--- src/hw/clkmon_params.svh ---
// How it works
// - stable flag sets after two in-tolerance error samples with oscillator toggling
// - leaving off with select X1 waits for stable flag before switching modes
// - entering the off state clears the stable flag
// - self-clocked entry from off or bypassed waits for stable before oscillator watch
// - upper filter writable only in select 00, loading the whole 12-bit value
// - upper filter write ignored while an earlier latch sequence is still running
// - reference ok is high when a watched reference meets minimum frequency, and forced high with reference select 0 in bypassed or in self-clocked select 10
// - loss flag sets when a watched reference or oscillator falls below minimum
// - loss flag holds until status read then flag write, or any reset
// - engaged external drops to self-clocked on reference loss, bypassed on oscillator loss
// - bypassed external drops to self-clocked on reference loss
// - every loss fallback rewrites both select and state fields
// - engaged external loss with reference ok still set gives state 10, bypassed
// - loss in either engaged mode also raises the loss of lock flag
// - lock loss reset enabled without clock loss reset overrides the interrupt flag for a loss in either engaged mode
// - off state watches no oscillator, reference only for select 10 during restart
// - self-clocked watches oscillator; reference per select and reference select
// - internal engaged watches oscillator, reference on 11; bypassed and engaged per table
`ifndef CLKMON_PARAMS_SVH
`define CLKMON_PARAMS_SVH

`define ADR_CTRL 8'h00
`define ADR_STAT1 8'h04
`define ADR_STAT2 8'h08
`define ADR_FLTU 8'h0c
`define ADR_FLTL 8'h10
`define ADR_EVT 8'h14
`define ADR_MASK 8'h18

`define CTRL_RESET 7'h00
`define FLT_RESET 12'h800
`define STAT1_IRQ_BIT 5
`define UNLOCK_TOL 12'h004
`define LATCH_CYCLES 2'h2
`define CLK_PERIOD_NS 25
`define REF_LOSS_NS 3200
`define DCO_LOSS_NS 800
`define REF_LOSS_CYC ((`REF_LOSS_NS) / (`CLK_PERIOD_NS))
`define DCO_LOSS_CYC ((`DCO_LOSS_NS) / (`CLK_PERIOD_NS))

`endif

--- src/hw/clkmon_pkg.sv ---
`default_nettype none
package clkmon_pkg;

    typedef enum logic [4:0] {
        M_OFF = 5'b00001,
        M_SCM = 5'b00010,
        M_FEI = 5'b00100,
        M_FBE = 5'b01000,
        M_FEE = 5'b10000
    } mode_t;

    typedef struct packed {
        logic ref_mon;
        logic dco_mon;
        logic ok_lo;
        logic ok_hi;
    } mon_t;

    typedef struct packed {
        logic prev;
        logic [7:0] cnt;
    } watch_t;

    typedef struct packed {
        mode_t mode;
        logic [1:0] clk_sel;
        logic ref_sel;
        logic loc_dis;
        logic clock_loss_reset_en;
        logic lock_loss_reset_en;
        logic off_req;
        logic loss_of_clock_flag;
        logic loss_of_lock_flag;
        logic clockgen_irq_flag;
        logic armed;
        logic [1:0] stab_cnt;
        logic [11:0] prev_err;
        logic stable;
        logic dco_armed;
        logic [11:0] filt;
        logic [7:0] flt_low;
        logic [1:0] latch_cnt;
        logic [2:0] evt;
        logic [2:0] mask;
        logic [31:0] prdata;
        logic loc_rst;
        logic lol_rst;
    } state_t;

endpackage
`default_nettype wire

--- src/hw/freq_watch.sv ---
`default_nettype none
module freq_watch import clkmon_pkg::*; #(
    parameter logic [7:0] LIMIT = 8'h20
) (
    input wire logic pclk,
    input wire logic presetn,
    input wire logic enable,
    input wire logic clk_sample,
    output logic lost,
    output logic toggling
);
    watch_t s_q, s_d;

    // cycles since last edge of the sampled clock; saturates at the limit
    always_comb begin
        s_d = s_q;
        s_d.prev = clk_sample;
        if (!enable || clk_sample != s_q.prev) begin
            s_d.cnt = 8'h00;
        end else if (s_q.cnt != LIMIT) begin
            s_d.cnt = s_q.cnt + 8'h01;
        end
    end

    always_ff @(posedge pclk or negedge presetn) begin
        if (!presetn) begin
            s_q <= '0;
        end else begin
            s_q <= s_d;
        end
    end

    assign lost = enable && (s_q.cnt == LIMIT);
    assign toggling = (s_q.cnt != LIMIT);
endmodule // freq_watch
`default_nettype wire

--- src/hw/clock_gen_loss_monitor.sv ---
// Decided for this implementation: the address map and register access over APB.
`default_nettype none
`include "clkmon_params.svh"
module clock_gen_loss_monitor import clkmon_pkg::*; (
    input wire logic pclk,
    input wire logic presetn,
    input wire logic psel,
    input wire logic penable,
    input wire logic pwrite,
    input wire logic [7:0] paddr,
    input wire logic [31:0] pwdata,
    output logic [31:0] prdata,
    output logic pready,
    output logic pslverr,
    input wire logic ref_clk_in,
    input wire logic loop_osc_clock,
    input wire logic [11:0] count_error,
    input wire logic sample_tick,
    input wire logic xtal_wait,
    output logic [11:0] filter_value,
    output logic [1:0] clock_state,
    output logic osc_stable_flag,
    output logic reference_ok,
    output logic clock_loss_reset,
    output logic lock_loss_reset,
    output logic irq
);
    state_t s_q, s_d;
    logic ref_lost, dco_lost, dco_toggling, ref_toggling;
    logic ref_loss, dco_loss, any_loss;
    mon_t mon;
    logic acc, wr, rd, setup, mapped;
    logic [11:0] err_diff;

    function automatic mon_t mon_cfg(mode_t m, logic [1:0] sel, logic rsel,
                                     logic armed, logic wait_x, logic dis);
        mon_t r;
        r = '0;
        case (m)
            M_OFF: begin
                r.ref_mon = (sel == 2'h2) && rsel && wait_x;
                r.ok_lo = !r.ref_mon;
            end
            M_SCM: begin
                r.dco_mon = armed;
                r.ref_mon = (sel == 2'h3) || ((sel == 2'h2) && rsel);
                r.ok_lo = !sel[1];
                r.ok_hi = (sel == 2'h2) && !rsel;
            end
            M_FEI: begin
                r.dco_mon = 1'b1;
                r.ref_mon = (sel == 2'h3);
                r.ok_lo = !r.ref_mon;
            end
            M_FBE: begin
                r.ref_mon = rsel;
                r.ok_hi = !rsel;
            end
            M_FEE: begin
                r.ref_mon = 1'b1;
                r.dco_mon = 1'b1;
            end
            default: r = '0;
        endcase
        if (dis) begin
            r.ref_mon = 1'b0;
            r.dco_mon = 1'b0;
        end
        return r;
    endfunction

    function automatic mode_t sel_mode(logic [1:0] sel);
        mode_t r;
        case (sel)
            2'h0: r = M_SCM;
            2'h1: r = M_FEI;
            2'h2: r = M_FBE;
            default: r = M_FEE;
        endcase
        return r;
    endfunction

    function automatic logic [1:0] mode_code(mode_t m);
        logic [1:0] r;
        case (m)
            M_FEI: r = 2'h1;
            M_FBE: r = 2'h2;
            M_FEE: r = 2'h3;
            default: r = 2'h0;
        endcase
        return r;
    endfunction

    freq_watch #(.LIMIT(8'(`REF_LOSS_CYC))) u_ref_watch (
        .pclk(pclk),
        .presetn(presetn),
        .enable(1'b1),
        .clk_sample(ref_clk_in),
        .lost(ref_lost),
        .toggling(ref_toggling)
    );

    freq_watch #(.LIMIT(8'(`DCO_LOSS_CYC))) u_dco_watch (
        .pclk(pclk),
        .presetn(presetn),
        .enable(1'b1),
        .clk_sample(loop_osc_clock),
        .lost(dco_lost),
        .toggling(dco_toggling)
    );

    assign mon = mon_cfg(s_q.mode, s_q.clk_sel, s_q.ref_sel, s_q.dco_armed, xtal_wait,
                         s_q.loc_dis);
    assign ref_loss = mon.ref_mon && ref_lost;
    assign dco_loss = mon.dco_mon && dco_lost;
    assign any_loss = (ref_loss || dco_loss) && !s_q.loc_dis;
    assign reference_ok = mon.ok_hi || (!mon.ok_lo && mon.ref_mon && ref_toggling);

    assign setup = psel && !penable;
    assign acc = psel && penable;
    assign wr = acc && pwrite;
    assign rd = acc && !pwrite;
    assign mapped = (paddr == `ADR_CTRL) || (paddr == `ADR_STAT1) ||
                    (paddr == `ADR_STAT2) || (paddr == `ADR_FLTU) ||
                    (paddr == `ADR_FLTL) || (paddr == `ADR_EVT) || (paddr == `ADR_MASK);
    assign err_diff = (count_error >= s_q.prev_err) ? count_error - s_q.prev_err
                                                    : s_q.prev_err - count_error;

    always_comb begin
        s_d = s_q;
        s_d.loc_rst = 1'b0;
        s_d.lol_rst = 1'b0;
        if (s_q.latch_cnt != 2'h0) begin
            s_d.latch_cnt = s_q.latch_cnt - 2'h1;
        end
        // stability of the oscillator
        if (sample_tick) begin
            s_d.prev_err = count_error;
            if (err_diff <= `UNLOCK_TOL && s_q.stab_cnt != 2'h2) begin
                s_d.stab_cnt = s_q.stab_cnt + 2'h1;
            end else if (err_diff > `UNLOCK_TOL) begin
                s_d.stab_cnt = 2'h0;
            end
        end
        s_d.stable = (s_d.stab_cnt == 2'h2) && dco_toggling;
        if (s_q.stable) begin
            s_d.dco_armed = 1'b1;
        end
        // register writes
        if (wr) begin
            if (paddr == `ADR_CTRL) begin
                s_d.clk_sel = pwdata[1:0];
                s_d.ref_sel = pwdata[2];
                s_d.loc_dis = pwdata[3];
                s_d.clock_loss_reset_en = pwdata[4];
                s_d.lock_loss_reset_en = pwdata[5];
                s_d.off_req = pwdata[6];
            end else if (paddr == `ADR_STAT1) begin
                if (pwdata[`STAT1_IRQ_BIT] && s_q.armed) begin
                    s_d.loss_of_clock_flag = 1'b0;
                    s_d.loss_of_lock_flag = 1'b0;
                    s_d.clockgen_irq_flag = 1'b0;
                end
                s_d.armed = 1'b0;
            end else if (paddr == `ADR_FLTU) begin
                if (s_q.clk_sel == 2'h0 && s_q.latch_cnt == 2'h0) begin
                    s_d.filt = {pwdata[3:0], s_q.flt_low};
                    s_d.latch_cnt = `LATCH_CYCLES;
                end
            end else if (paddr == `ADR_FLTL) begin
                s_d.flt_low = pwdata[7:0];
            end else if (paddr == `ADR_EVT) begin
                s_d.evt = s_q.evt & ~pwdata[2:0];
            end else if (paddr == `ADR_MASK) begin
                s_d.mask = pwdata[2:0];
            end
        end
        if (rd && paddr == `ADR_STAT1) begin
            s_d.armed = 1'b1;
        end
        // mode sequencing
        case (s_q.mode)
            M_OFF: begin
                if (!s_q.off_req && (!s_q.clk_sel[0] || s_q.stable)) begin
                    s_d.mode = sel_mode(s_q.clk_sel);
                    s_d.dco_armed = 1'b0;
                end
            end
            default: begin
                if (s_q.off_req) begin
                    s_d.mode = M_OFF;
                end else if (sel_mode(s_q.clk_sel) != s_q.mode) begin
                    s_d.mode = sel_mode(s_q.clk_sel);
                    if (s_q.mode == M_FBE) begin
                        s_d.dco_armed = 1'b0;
                    end
                end
            end
        endcase
        // loss of clock detection and fallback
        if (any_loss) begin
            s_d.loss_of_clock_flag = 1'b1;
            s_d.evt[0] = 1'b1;
            if (s_q.mode == M_FEE || s_q.mode == M_FEI) begin
                s_d.loss_of_lock_flag = 1'b1;
                s_d.evt[1] = 1'b1;
                s_d.lol_rst = s_q.lock_loss_reset_en;
            end
            if (s_q.clock_loss_reset_en) begin
                s_d.loc_rst = 1'b1;
            end else if (!(s_q.lock_loss_reset_en && (s_q.mode == M_FEE || s_q.mode == M_FEI))) begin
                s_d.clockgen_irq_flag = 1'b1;
            end
            if (s_q.mode == M_FEE && (ref_loss || !reference_ok)) begin
                s_d.mode = M_SCM;
                s_d.clk_sel = 2'h0;
                s_d.dco_armed = 1'b0;
            end else if (s_q.mode == M_FEE) begin
                s_d.mode = M_FBE;
                s_d.clk_sel = 2'h2;
            end else if (s_q.mode == M_FBE && ref_loss) begin
                s_d.mode = M_SCM;
                s_d.clk_sel = 2'h0;
                s_d.dco_armed = 1'b0;
            end
        end
        // cleared on entry only, so the flag can rise again while off
        if (s_d.mode == M_OFF && s_q.mode != M_OFF) begin
            s_d.stable = 1'b0;
            s_d.stab_cnt = 2'h0;
        end
        // read data registered in the setup phase
        s_d.prdata = 32'h0000_0000;
        if (setup && !pwrite) begin
            if (paddr == `ADR_CTRL) begin
                s_d.prdata[6:0] = {s_q.off_req, s_q.lock_loss_reset_en, s_q.clock_loss_reset_en, s_q.loc_dis,
                                   s_q.ref_sel, s_q.clk_sel};
            end else if (paddr == `ADR_STAT1) begin
                s_d.prdata[5:0] = {s_q.clockgen_irq_flag, reference_ok, s_q.loss_of_lock_flag, s_q.loss_of_clock_flag,
                                   mode_code(s_q.mode)};
            end else if (paddr == `ADR_STAT2) begin
                s_d.prdata[0] = s_q.stable;
            end else if (paddr == `ADR_FLTU) begin
                s_d.prdata[3:0] = s_q.filt[11:8];
            end else if (paddr == `ADR_FLTL) begin
                s_d.prdata[7:0] = s_q.filt[7:0];
            end else if (paddr == `ADR_EVT) begin
                s_d.prdata[2:0] = s_q.evt;
            end else if (paddr == `ADR_MASK) begin
                s_d.prdata[2:0] = s_q.mask;
            end
        end
        if (any_loss) begin
            s_d.evt[0] = 1'b1;
        end
        // set after register writes so a clear in the same cycle loses
        if (s_d.stable && !s_q.stable) begin
            s_d.evt[2] = 1'b1;
        end
    end

    always_ff @(posedge pclk or negedge presetn) begin
        if (!presetn) begin
            s_q <= '0;
            s_q.mode <= M_SCM;
            s_q.filt <= `FLT_RESET;
        end else begin
            s_q <= s_d;
        end
    end

    assign prdata = s_q.prdata;
    assign pready = 1'b1;
    assign pslverr = acc && !mapped;
    assign filter_value = s_q.filt;
    assign clock_state = mode_code(s_q.mode);
    assign osc_stable_flag = s_q.stable;
    assign clock_loss_reset = s_q.loc_rst;
    assign lock_loss_reset = s_q.lol_rst;
    assign irq = |(s_q.evt & s_q.mask);
endmodule // clock_gen_loss_monitor
`default_nettype wire

--- config.mk ---
export PLATFORM = sky130hd
export DESIGN_NAME = clock_gen_loss_monitor
export DESIGN_NICKNAME = d
export VERILOG_FILES = /design/src/hw/clkmon_pkg.sv /design/src/hw/freq_watch.sv /design/src/hw/clock_gen_loss_monitor.sv
export VERILOG_INCLUDE_DIRS = /design/src /design/src/hw
export SDC_FILE = /design/constraint.sdc
export NUM_CORES = 1
export LEC_CHECK = 0
export ABC_AREA = 1
export BUFFER_PORTS_ARGS = -buffer_cell sky130_fd_sc_hd__buf_2
export CAP_MARGIN = 20
export CELL_PAD_IN_SITES_DETAIL_PLACEMENT = 1
export CELL_PAD_IN_SITES_GLOBAL_PLACEMENT = 1
export CORE_ASPECT_RATIO = 0.5
export CORE_UTILIZATION = 41
export CTS_BUF_LIST = sky130_fd_sc_hd__clkbuf_16
export CTS_CLUSTER_SIZE = 12
export DETAILED_ROUTE_END_ITERATION = 6
export PLACE_DENSITY = 0.82
export SLEW_MARGIN = 20
export SYNTH_ARGS = -nofsm -noshare
export SYNTH_HDL_FRONTEND = slang
export SYNTH_SLANG_ARGS = --single-unit
--- constraint.sdc ---
create_clock -name pclk -period 4 [get_ports pclk]
set_input_delay 0.4 -clock pclk [delete_from_list [all_inputs] [get_ports pclk]]
set_output_delay 0.4 -clock pclk [all_outputs]
set_load 0.005 [all_outputs]
# Word level (Yosys, flattened, before mapping)
# Index checks and enable logic that the tools add are counted.
# word_totals
regBits	88
input_bits	61
out_inout_bits	53
word_cells	237
# op_classes
addsub	6
n_lt_le_gt_ge	3
eq_ne	34
muxes	83
n_bitwise	8
n_reduce_logical	74
# op_table
op	n
8-bit 2-to-1 mux	8
5-bit 2-to-1 mux	12
7-bit 2-to-1 mux	7
1-bit logical AND	25
8-bit by 5-bit equality test with 1-bit output, second input constant	3
3-bit 2-to-1 mux	8
12-bit subtractor	2
1-bit 2-to-1 mux	22
2-bit nonzero test	11
2-bit 2-to-1 mux	10
6-bit 2-to-1 mux	3
8-bit by 1-bit adder with 8-bit output, second input constant	2
8-bit by 4-bit equality test with 1-bit output, second input constant	2
4-bit 2-to-1 mux	4
5-bit case mux with 3 select lines	1
14-bit 2-to-1 mux	1
1-bit logical NOT	13
12-bit greater-or-equal comparator	1
12-bit by 3-bit greater-than comparator with 1-bit output, second input constant	1
12-bit by 3-bit less-or-equal comparator with 1-bit output, second input constant	1
1-bit logical OR	12
12-bit 2-to-1 mux	1
2-bit inequality test, second input constant	6
6-bit AND reduction	2
35 further kinds	50

# Longest topological paths before layout
# Gate-level depths: netlist of the first run.
# depth
ltp_word	20
mapped_depth	23
mapped_depth_nobuf	22

# Modules after synthesis
# Synthesis of the first run repeated with hierarchy kept, for this count alone.
# hier_totals
cells_unflattened	909
hier_area_um2	6288.5
# modules_own_cells
mod	instances	cells_per_inst	area_per_inst_um2	seq_area_each_um2
clock_gen_loss_monitor	1	762	5183.7	1754.2
freq_watch (u_dco_watch)	1	74	565.5	225.2
freq_watch (u_ref_watch)	1	73	539.3	225.2

# Worst setup path before layout of the first run
# Ideal clock, no wire load.
# synth_path
path_kind	in2reg
start	input count_error[6]
end	register s_q, in the netlist osc_stable_flag
arrival_time_ps	2011
required_time_ps	3881
slack_ps	1870
stages	19
path_buffers	0
cell_sequence	inv_1 ha_1 nand2_2 inv_1 nand2_1 nand2_1 a21oi_2 nand2_4 inv_2 nand2_1 nand2_1 inv_1 nand2_1 nor2_1 nand2_1 nand2_2 nand2_2 nor2_4 and2_1
# synth_lines
element	line	source
start, declared	clock_gen_loss_monitor.sv:17	input wire logic [11:0] count_error,
end, declared	clock_gen_loss_monitor.sv:28	state_t s_q, s_d;

# Worst setup path in the final report of the first run
# layout_path
start	register s_q[70] (netlist bit)
end	register s_q[39] (netlist bit)
# layout_via
elab_chain_len	12
word_cells_on_any_way	22
# layout_lines
element	line	source
12-bit subtractor, or another cell as far along	clock_gen_loss_monitor.sv:127	: s_q.prev_err - count_error;
12-bit 2-to-1 mux (*)	clock_gen_loss_monitor.sv:126	assign err_diff = (count_error >= s_q.prev_err) ? count_error - s_q.prev_err
12-bit by 3-bit greater-than comparator with 1-bit output (no source line) / 12-bit by 3-bit less-or-equal comparator with 1-bit output (equally long branches)	n/a	
2-bit 2-to-1 mux / 1-bit logical AND (equally long branches)	clock_gen_loss_monitor.sv:141, clock_gen_loss_monitor.sv:139	
2-bit 2-to-1 mux (*)	clock_gen_loss_monitor.sv:139	if (err_diff <= `UNLOCK_TOL && s_q.stab_cnt != 2'h2) begin
14-bit 2-to-1 mux (*)	clock_gen_loss_monitor.sv:137	if (sample_tick) begin
2-bit equality test (*)	clock_gen_loss_monitor.sv:145	s_d.stable = (s_d.stab_cnt == 2'h2) && dco_toggling;
1-bit logical AND (*)	clock_gen_loss_monitor.sv:145	
1-bit 2-to-1 mux (*)	clock_gen_loss_monitor.sv:228	if (s_d.mode == M_OFF && s_q.mode != M_OFF) begin
1-bit logical AND (*)	clock_gen_loss_monitor.sv:257	if (s_d.stable && !s_q.stable) begin
2-bit by 1-bit inequality test with 1-bit output (no source line) / 2-bit nonzero test (equally long branches)	n/a	
6-bit AND reduction (no source line)	n/a	
# Mark *: on every way between the ends. The rest lies on a longest branch, timed or not.
# A chain may end at the register's enable or synchronous reset.

==> results.py, run 1 <==
metrics = {
    "run_status": {
        "status": "complete, no violations",
    },
    "placed_design": {
        "place_area_um2": 6250,
        "place_hpwl_mm": 12.6,
        "globalplace.congestion": 0.853,
        "dp_slack_ns": 1.23,
        "io_buffers": 64,
        "dp.cells": 1071,
    },
    "power": {
        "p_leak_nw": 3.58,
        "p_total_mw": 2.26,
        "powerDensity_nw_per_um2": 345,
        "peakVddDrop_mv": 0.202,
    },
    "global_routing": {
        "gr-total-overflow": 0,
        "grt_max_degree": 63,
        "grt_pass1_vias": 5624,
        "track_usage_pct": 22.0,
        "grt_pass1_wl_mm": 26.5,
        "antenna_found_initial": 0,
    },
    "sta": {
        "fmax_ghz": 0.387,
        "timing.final.ws_setup_ns": 1.42,
        "setup_viol": 0,
        "period_minus_slack_ns": 2.58,
        "finClkSkew_ns": 0.00785,
        "maxSlewHeadroom_pct": 46.3,
        "finalSetupTns_ns": 0,
        "finalMaxSlewViolations": 0,
        "rsz0062_at_grt": "false",
        "hold_ws_ns": 0.119,
        "worstMarginPinSlew_ns": 0.806,
        "period_share_pct": 64.5,
        "finalHoldViolCount": 0,
    },
    "worst_setup_path": {
        "required_ns": 4.28,
        "arrival_ns": 2.87,
        "end_kind": "flip-flop",
        "path_class": "flip-flop to flip-flop",
        "path_max_fanout": 8,
        "crit_path_start_kind": "flip-flop",
    },
    "yosys": {
        "yosys.area_share.simple_pct": 27.7,
        "synth_fa_ha_area_share_pct": 5.87,
        "synth_most_common_cell": "nand2_1",
        "synth_top_area_share_pct": 36.1,
        "synthMuxAreaShare_pct": 1.49,
        "post_synth_xor_area_fraction_pct": 1.03,
        "post-synth-top-area-cell": "dfrtp_1",
        "synth_top_family_by_area": "simple AND/OR/NAND/NOR gates",
        "synthTopCellsByArea": "dfrtp_1 (36%), nand2_1 (15%), inv_1 (9.5%)",
        "synth-seq-cells": 88,
        "synth.yosys.warnings": 0,
        "synth_cells": 845,
        "yosysSeqAreaShare_pct": 36.9,
        "synth_common_cells": "nand2_1 (244), inv_1 (151), dfrtp_1 (86)",
        "synth-main-ff-cell": "dfrtp_1",
        "synth_cell_types": 45,
        "synth_area_per_cell_um2": 7.06,
        "async_reset_ff_share_pct": 100,
        "synth-compound-area-share_pct": 10.8,
        "syn-cell-area_um2": 5970,
        "synth-edff-count": 0,
    },
    "cts": {
        "post_cts_buffers": 0,
        "cts_resized": 0,
        "h-tree-depth": 3,
        "cts_tree": "done",
        "cts_sinks": 88,
        "cts_root_buf": "clkbuf_16",
        "clk_pin_slew_ns": 0.07,
        "insertion_delay_ns": 0.35,
        "cts_hold_buf": 0,
        "cts_buffers": 9,
        "cts.path.max_buffers": 2,
    },
    "layout": {
        "syn_to_final_growth_pct": 9.58,
        "final_area_um2": 6540,
        "instances_no_fill": 1087,
        "fin_util_pct": 47.1,
        "drive_gt1_share_pct": 12.3,
        "finalNetCount": 979,
        "antenna_cells": 0,
    },
    "routing": {
        "dr.pass1.iters": 4,
        "vias_per_cell": 4.96,
        "drc": 0,
        "routed_wl_mm": 15.9,
        "vias": 5394,
        "drt-wirelength-per-cell_um": 14.6,
        "drt-initial-drc-count": 284,
        "antenna_left": 0,
    },
    "die": {
        "start_util_pct": 43.0,
        "core-area_um2": 13900,
        "die_y_um": 87.3,
        "rows": 30,
        "ios": 114,
        "dieArea_um2": 15100,
        "fp.dieW_um": 173,
    },
    "job": {
        "maxCapViolations": 0,
    },
    "min_path": {
        "min_path_type": "input pin to async pin",
    },
}
-- cell usage in the layout, fill, tap and decap left out, types with 3 or more instances in the layout --
cell       synthesis  layout
nor3b_1            3       3
ha_1              28      28
nor2_1            49      49
clkbuf_16          0       9
nor2_2             5       5
nand2_2            5       5
and2_1             4       4
a21oi_1           25      25
mux2_2             7       7
dfrtp_1           86      86
nand2_1          244     244
nor4_1             3       3
a31oi_1            4       4
buf_2              4      63
nand4_1           10      10
buf_4             45       3
xor2_1             3       3
inv_6              0       4
nand3_1           45      45
nor3_1            14      14
conb_1             2      25
a221oi_1           4       4
o21ai_0           64      64
xnor2_1            4       4
inv_1            151     152
-- layout make-up --
| type | count | area [um^2] |
|---|---|---|
| clock buffers | 9 | 225 |
| clock inverters | 7 | 63.8 |
| fillers | 1844 | 7350 |
| inverters | 153 | 574 |
| multi-input cells | 572 | 2900 |
| flip-flops and latches | 88 | 2200 |
| well taps | 192 | 240 |
| repair buffers | 66 | 338 |
-- power breakdown --
group	switching (mW)	internal [mW]	total, mW
logic	0.325	0.162	0.487
registers	0.0222	0.925	0.947
clock network	0.388	0.434	0.822
total	0.735	1.52	2.26
-- per-layer routing --
layer,up-vias,share of wire (%),global-route usage (%)
li1,2667,-,-
met5,-,0,0
met4,0,2.7,8.52
met2,105,48,39.9
met1,2585,46,26.6
met3,37,2.9,3.49
-- worst max-delay path, cell delays in order, from the launching register on --
cell     delay, ns
dfrtp_1       0.39
ha_1          0.48
nand2_2       0.13
nor2_2        0.17
and2_1        0.16
nand2_2       0.07
nand2_4       0.13
nand2_1       0.07
nor2_1        0.12
nand2_1       0.07
nand2_1       0.06
nand2_1       0.04
nor2_1        0.10
nand2_1       0.10
nand2_2       0.10
nand2_2       0.07
nor2_4        0.09
nand3_1       0.10
nand2_1       0.07
-- logic make-up (layout without fill, tap and decap cells) --
| logic type | count (synthesis) | after routing |
|---|---|---|
| xor gates and xnor gates | 7 | 7 |
| buffers and inverters | 208 | 235 |
| muxes | 8 | 8 |
| DFF | 88 | 88 |
| other | 2 | 25 |
| AOI/OAI and AO/OA | 115 | 115 |
| adders and majority gates | 28 | 28 |
| and+or+nand+nor | 389 | 389 |
-- final timing paths --
path                                      end  startpoint  slack (ns)  cells past startpoint
setup reg to reg                      s_q[39]     s_q[70]        1.42                     18
setup / recovery                      s_q[39]     s_q[70]        1.42                     18
min in group pclk          u_ref_watch.s_q[8]  ref_clk_in        0.18                      1
hold / removal             u_ref_watch.s_q[5]     presetn        0.12                      1
hold reg to reg                       s_q[40]     s_q[40]        0.45                      1
max in group asynchronous             s_q[90]     presetn        2.95                      2
-- flip-flops by register name (all words and copies together), names as in the netlist --
name / cells
s_q: 47
osc_stable_flag: 1
lock_loss_reset: 1
filter_value: 12
prdata: 8
clock_loss_reset: 1
u_ref_watch.s_q: 9
u_dco_watch.s_q: 9
Note: power is estimated with default switching activity, not from simulation.
==> inputs of run 2 (changes only) <==
--- a/config.mk
+++ b/config.mk
@@ -12,11 +12,11 @@
 export CELL_PAD_IN_SITES_DETAIL_PLACEMENT = 1
 export CELL_PAD_IN_SITES_GLOBAL_PLACEMENT = 1
 export CORE_ASPECT_RATIO = 0.5
-export CORE_UTILIZATION = 41
+export CORE_UTILIZATION = 40
 export CTS_BUF_LIST = sky130_fd_sc_hd__clkbuf_16
 export CTS_CLUSTER_SIZE = 12
 export DETAILED_ROUTE_END_ITERATION = 6
-export PLACE_DENSITY = 0.82
+export PLACE_DENSITY = 0.81
 export SLEW_MARGIN = 20
 export SYNTH_ARGS = -nofsm -noshare
 export SYNTH_HDL_FRONTEND = slang
==> constraint.sdc (replaced) <==
create_clock -name pclk -period 2.7 [get_ports pclk]
set_input_delay 0.27 -clock pclk [delete_from_list [all_inputs] [get_ports pclk]]
set_output_delay 0.27 -clock pclk [all_outputs]
set_load 0.005 [all_outputs]
==> run 2 against run 1 <==
Against the previous run: largest cell class unchanged; design area increased by 1.3%; global-route usage increased by 0.11 points; worst setup slack got worse by 1.2 ns; sequential share of layout area decreased by 0.43 points; highest routed layer unchanged; critical endpoint unchanged.
==> results.py, run 2 (synthesized netlist as in run 1, its figures left out) <==
metrics = {
    "power": {
        "powerDensity_nw_per_um2": 514,
        "peakVddDrop_mv": 0.305,
        "p_leak_nw": 3.60,
    },
    "worst_setup_path": {
        "required_ns": 2.99,
        "r2r-start": "s_q[70]",
        "cp_top_family": "simple AND/OR/NAND/NOR gates",
        "rr_worst_depth": 18,
        "max_stage_delay_ns": 0.39,
        "crit_chain": "ha_1 > nand2_2 > inv_1 > nand2_1 > nand2_1 > a21oi_2 > nand2_4 > inv_2 > nand2_1 > nand2_1 > inv_1 > nand2_1 > nor2_1 > nand2_1 > nand2_2 > a21oi_1 > nand3_1 > nand2_1",
        "end_kind": "flip-flop",
        "crit_path_frequent_cell": "nand2_1",
        "path_buf_inv": 3,
        "reg2reg_to": "s_q[39]",
        "path_max_fanout": 8,
        "path_class": "flip-flop to flip-flop",
        "slowest_stage": "ha_1",
        "critical_path_depth": 18,
        "arrival_ns": 2.80,
        "ff2ff_setup_slack_ns": 0.19,
        "crit_path_start_kind": "flip-flop",
    },
    "min_path": {
        "min_path_type": "input pin to flip-flop",
        "holdCritStartpoint": "ref_clk_in",
        "hold_path_depth": 1,
        "hold_path_end": "u_ref_watch.s_q[8]",
    },
    "global_routing": {
        "grt_max_degree": 48,
        "antenna_found_initial": 0,
        "grt_use_met2_pct": 41.7,
        "top_usage_layer": "met2",
        "track_usage_pct": 22.1,
        "grt_pass1_vias": 5615,
        "grt_use_met1_pct": 26.0,
        "gr-total-overflow": 0,
        "grt_pass1_wl_mm": 26.9,
        "met3_usage_pct": 4.21,
    },
    "run_status": {
        "status": "complete, no violations",
    },
    "die": {
        "fp.dieW_um": 175,
        "dieArea_um2": 15400,
        "start_util_pct": 41.2,
        "rows": 31,
        "core-area_um2": 14500,
        "die_y_um": 88.4,
        "ios": 114,
    },
    "layout": {
        "syn_to_final_growth_pct": 11.0,
        "finalNetCount": 984,
        "regMostFlops": "s_q",
        "antenna_cells": 0,
        "mostFrequentLayoutCell": "nand2_1",
        "largest_register_ffs": 47,
        "final_cell_mix": "nand2_1 (244), inv_1 (151), dfrtp_1 (86), o21ai_0 (64), buf_2 (63)",
        "drive_gt1_share_pct": 13.4,
    },
    "sta": {
        "period_share_pct": 92.8,
        "rsz0062_at_grt": "false",
        "finClkSkew_ns": 0.0121,
        "finalHoldViolCount": 0,
        "setup_viol": 0,
        "period_minus_slack_ns": 2.51,
        "finalSetupTns_ns": 0,
        "fmax_ghz": 0.399,
        "worstMarginPinSlew_ns": 0.693,
        "hold_ws_ns": 0.0492,
        "maxSlewHeadroom_pct": 53.8,
        "finalMaxSlewViolations": 0,
    },
    "routing": {
        "drt-wirelength-per-cell_um": 14.8,
        "dr.pass1.iters": 4,
        "routed_wl_mm": 16.3,
        "drt-initial-drc-count": 246,
        "antenna_left": 0,
        "vias_per_cell": 4.97,
        "vias": 5458,
        "drc": 0,
    },
    "cts": {
        "post_cts_buffers": 0,
        "cts.path.max_buffers": 2,
        "insertion_delay_ns": 0.36,
        "cts_root_buf": "clkbuf_16",
        "h-tree-depth": 3,
        "cts_sinks": 88,
        "clk_pin_slew_ns": 0.07,
        "cts_buffers": 9,
        "cts_tree": "done",
    },
    "job": {
        "maxCapViolations": 0,
    },
    "placed_design": {
        "io_buffers": 64,
        "place_hpwl_mm": 12.8,
        "globalplace.congestion": 0.899,
    },
}
-- run 2: cell types whose count changed in the layout (fill, tap and decap cells not counted), sizes merged --
cell,previous run,this run
dlygate4sd3,0,1
buf,66,70
inv,158,157
clkinvlp,0,1
-- run 2: power breakdown --
group | switching (mW) | internal [mW]
combinational | 0.488 | 0.252
sequential | 0.0337 | 1.37
clock | 0.608 | 0.654
total | 1.13 | 2.27
-- run 2: through the flow --
step                      power, mW  worst slack (ns)  utilization [%]  std cells  cell area, um^2
final                          3.40             0.193             45.7       1098             6630
after floorplan                1.95             0.646                -        868             6060
after global placement         2.13             0.163             43.4       1081             6300
after CTS                      3.44             0.140             45.6       1098             6610
after global routing           3.61           0.00600             45.7       1098             6630
after detailed placement       2.16             0.127             43.4       1081             6300
-- run 2: worst max-delay path by stage --
| stage | start | endpoint | slack [ns] |
|---|---|---|---|
| 2_1_floorplan | s_q[70] | osc_stable_flag | 0.65 |
| 3_3_place_gp | count_error[4] | s_q[39] | 0.16 |
| 3_5_place_dp | count_error[2] | s_q[39] | 0.13 |
| 4_1_cts | s_q[68] | s_q[39] | 0.14 |
| 5_1_grt | s_q[70] | s_q[39] | 0.006 |
| 6_report | s_q[70] | s_q[39] | 0.19 |
-- run 2: routing by layer --
layer	vias up	part of all wire (%)
met5	-	0
met4	0	1.7
met3	20	3.0
met2	96	51
met1	2661	45
li1	2681	-
-- run 2: worst reg2reg max path: cells and delay by family (launching register included) --
family / cells / cell delay (ns)
compound gates: 2 / 0.37
flops: 1 / 0.38
buf+inv: 3 / 0.25
fa+ha+maj: 1 / 0.40
simple gates: 12 / 1.05
-- run 2: cell type report --
cell class                 instances  area [um^2]
sequential                        88         2200
fill                            1910         7880
inverter                         153          574
clock buffer                       9          225
clock inverter                     7         72.6
timing repair buffer              71          390
multi-input combinational        572         2910
tap                              198          248
-- run 2: timing repair --
item / CTS / global route
hold buffers: 1 / 0
hold endpoints to repair: 45 / 0
endpoints found under the setup margin: 0 / 1
resized for setup: 0 / 6
==> inputs of run 3 (changes only) <==
--- a/config.mk
+++ b/config.mk
@@ -17,6 +17,7 @@
 export CTS_CLUSTER_SIZE = 12
 export DETAILED_ROUTE_END_ITERATION = 6
 export PLACE_DENSITY = 0.81
+export REMOVE_ABC_BUFFERS = 1
 export SLEW_MARGIN = 20
 export SYNTH_ARGS = -nofsm -noshare
 export SYNTH_HDL_FRONTEND = slang
==> run 3 against run 2 <==
Against the previous run: clock power is 3% higher; via count is 0.24% lower; first-iteration DRC count is 24% lower; die area stayed put; worst hold slack better by 0.0074 ns; core utilization is 0.16 points higher; final cell count stayed put; combinational power hardly changed; global-route usage is 0.74 points lower; non-clock buffer count stayed put; sequential cell count stayed put; critical path type unchanged; largest cell class unchanged; largest power group unchanged.
==> results.py, run 3 (synthesized netlist as in run 1, its figures left out) <==
metrics = {
    "run_status": {
        "status": "complete, no violations",
    },
    "die": {
        "start_util_pct": 41.2,
        "ios": 114,
        "fp.dieW_um": 175,
        "die_y_um": 88.4,
        "dieArea_um2": 15400,
        "core-area_um2": 14500,
        "rows": 31,
    },
    "routing": {
        "vias_per_cell": 4.96,
        "drc": 0,
        "antenna_left": 0,
        "drt-initial-drc-count": 187,
        "drt-wirelength-per-cell_um": 14.4,
        "dr.pass1.iters": 4,
        "vias": 5445,
        "routed_wl_mm": 15.8,
    },
    "layout": {
        "final_cell_mix": "nand2_1 (244), inv_1 (152), dfrtp_1 (86), o21ai_0 (64), buf_2 (63)",
        "antenna_cells": 0,
        "regMostFlops": "s_q",
        "largest_register_ffs": 47,
        "mostFrequentLayoutCell": "nand2_1",
        "syn_to_final_growth_pct": 11.4,
        "final_area_um2": 6650,
        "drive_gt1_share_pct": 13.6,
        "fillers": 1908,
        "finalNetCount": 984,
    },
    "worst_setup_path": {
        "arrival_ns": 2.74,
        "startpoint": "s_q[71]",
        "ff2ff_setup_slack_ns": 0.23,
        "r2r-start": "s_q[71]",
        "required_ns": 2.98,
        "path_class": "flip-flop to flip-flop",
        "end_kind": "flip-flop",
        "crit_path_start_kind": "flip-flop",
        "path_max_fanout": 8,
    },
    "cts": {
        "cts_sinks": 88,
        "insertion_delay_ns": 0.34,
        "clk_pin_slew_ns": 0.07,
        "cts.path.max_buffers": 2,
        "cts_tree": "done",
        "cts_root_buf": "clkbuf_16",
        "h-tree-depth": 3,
        "cts_buffers": 9,
    },
    "placed_design": {
        "globalplace.congestion": 0.817,
        "place_hpwl_mm": 12.4,
        "place_area_um2": 6300,
        "io_buffers": 64,
        "dp_slack_ns": 0.0935,
    },
    "sta": {
        "period_minus_slack_ns": 2.47,
        "setup_viol": 0,
        "worstMarginPinSlew_ns": 0.718,
        "timing.final.ws_setup_ns": 0.234,
        "finalSetupTns_ns": 0,
        "maxSlewHeadroom_pct": 51.8,
        "fmax_ghz": 0.406,
        "finClkSkew_ns": 0.00949,
        "finalHoldViolCount": 0,
        "rsz0062_at_grt": "false",
        "period_share_pct": 91.3,
        "hold_ws_ns": 0.0565,
        "finalMaxSlewViolations": 0,
    },
    "power": {
        "powerDensity_nw_per_um2": 519,
        "peakVddDrop_mv": 0.321,
        "p_total_mw": 3.45,
        "p_leak_nw": 3.61,
    },
    "min_path": {
        "min_path_type": "input pin to flip-flop",
        "holdCritStartpoint": "ref_clk_in",
    },
    "global_routing": {
        "grt_max_degree": 49,
        "grt_pass1_wl_mm": 26.5,
        "antenna_found_initial": 0,
        "grt_pass1_vias": 5557,
        "gr-total-overflow": 0,
        "track_usage_pct": 21.4,
    },
    "job": {
        "maxCapViolations": 0,
    },
}
==> run 3: cell types whose count changed in the layout (fill, tap and decap cells not counted), sizes merged <==
cell / previous run / this run
bufinv: 0 / 1
clkinv: 2 / 1
clkinvlp: 1 / 0
inv: 157 / 158
==> run 3: per-stage QoR <==
| step | instances | utilization, % |
|---|---|---|
| 2_1_floorplan | 813 | - |
| 3_3_place_gp | 1081 | 43.4 |
| 3_5_place_dp | 1081 | 43.4 |
| 4_1_cts | 1098 | 45.6 |
| 5_1_grt | 1098 | 45.8 |
| 6_report | 1098 | 45.8 |
==> run 3: repair_timing <==
action / CTS / global route
setup buffers: 0 / 0
hold endpoints to repair: 40 / 0
hold buffers: 1 / 0
setup endpoints to repair: 0 / 2
gates resized for setup: 0 / 9
==> run 3: where the power goes <==
part	total, mW	internal, mW	switching, mW
clock	1.30	0.733	0.572
combinational	0.738	0.255	0.483
sequential	1.41	1.37	0.0367
==> run 3: layer usage <==
metal | track usage (%) | wire length [um] | up-vias | part of all wire [%]
li1 | - | - | 2682 | -
met1 | 26.0 | 7140 | 2638 | 45
met2 | 40.5 | 7970 | 106 | 50
met3 | 2.79 | 476 | 19 | 3.0
met4 | 5.61 | 238 | 0 | 1.5
met5 | 0 | 0 | - | 0
==> run 3: worst paths after layout <==
| check | endpoint | depth (start not counted) |
|---|---|---|
| worst max-delay path | s_q[39] | 18 |
| worst min-delay path | u_ref_watch.s_q[8] | 1 |
| worst max register to register | s_q[39] | 18 |
| worst min register to register | s_q[40] | 1 |
| max in group asynchronous | s_q[90] | 3 |
| min in group asynchronous | s_q[74] | 2 |
==> run 3: worst max-delay path, cell delays in order, from the launching register on <==
cell     delay (ns)
dfrtp_1        0.39
ha_1           0.42
nand2_2        0.12
nor2_2         0.15
and2_1         0.15
nand2_2        0.08
nand2_4        0.12
nand2_1        0.08
nor2_1         0.09
nand2_1        0.05
nand2_1        0.06
nand2_1        0.05
nor2_1         0.10
nand2_1        0.10
nand2_2        0.10
nand2_2        0.07
nor2_4         0.09
nand3_1        0.10
nand2_1        0.07
==> run 3: final cells by class <==
class / count / area, um^2 / area share, %
multi-input cells: 572 / 2930 / 44.0
well taps: 198 / 248 / 3.73
repair buffers: 71 / 390 / 5.87
clock inverters: 7 / 80.1 / 1.20
flip-flops and latches: 88 / 2200 / 33.2
inverters: 153 / 574 / 8.64
clock buffers: 9 / 225 / 3.39
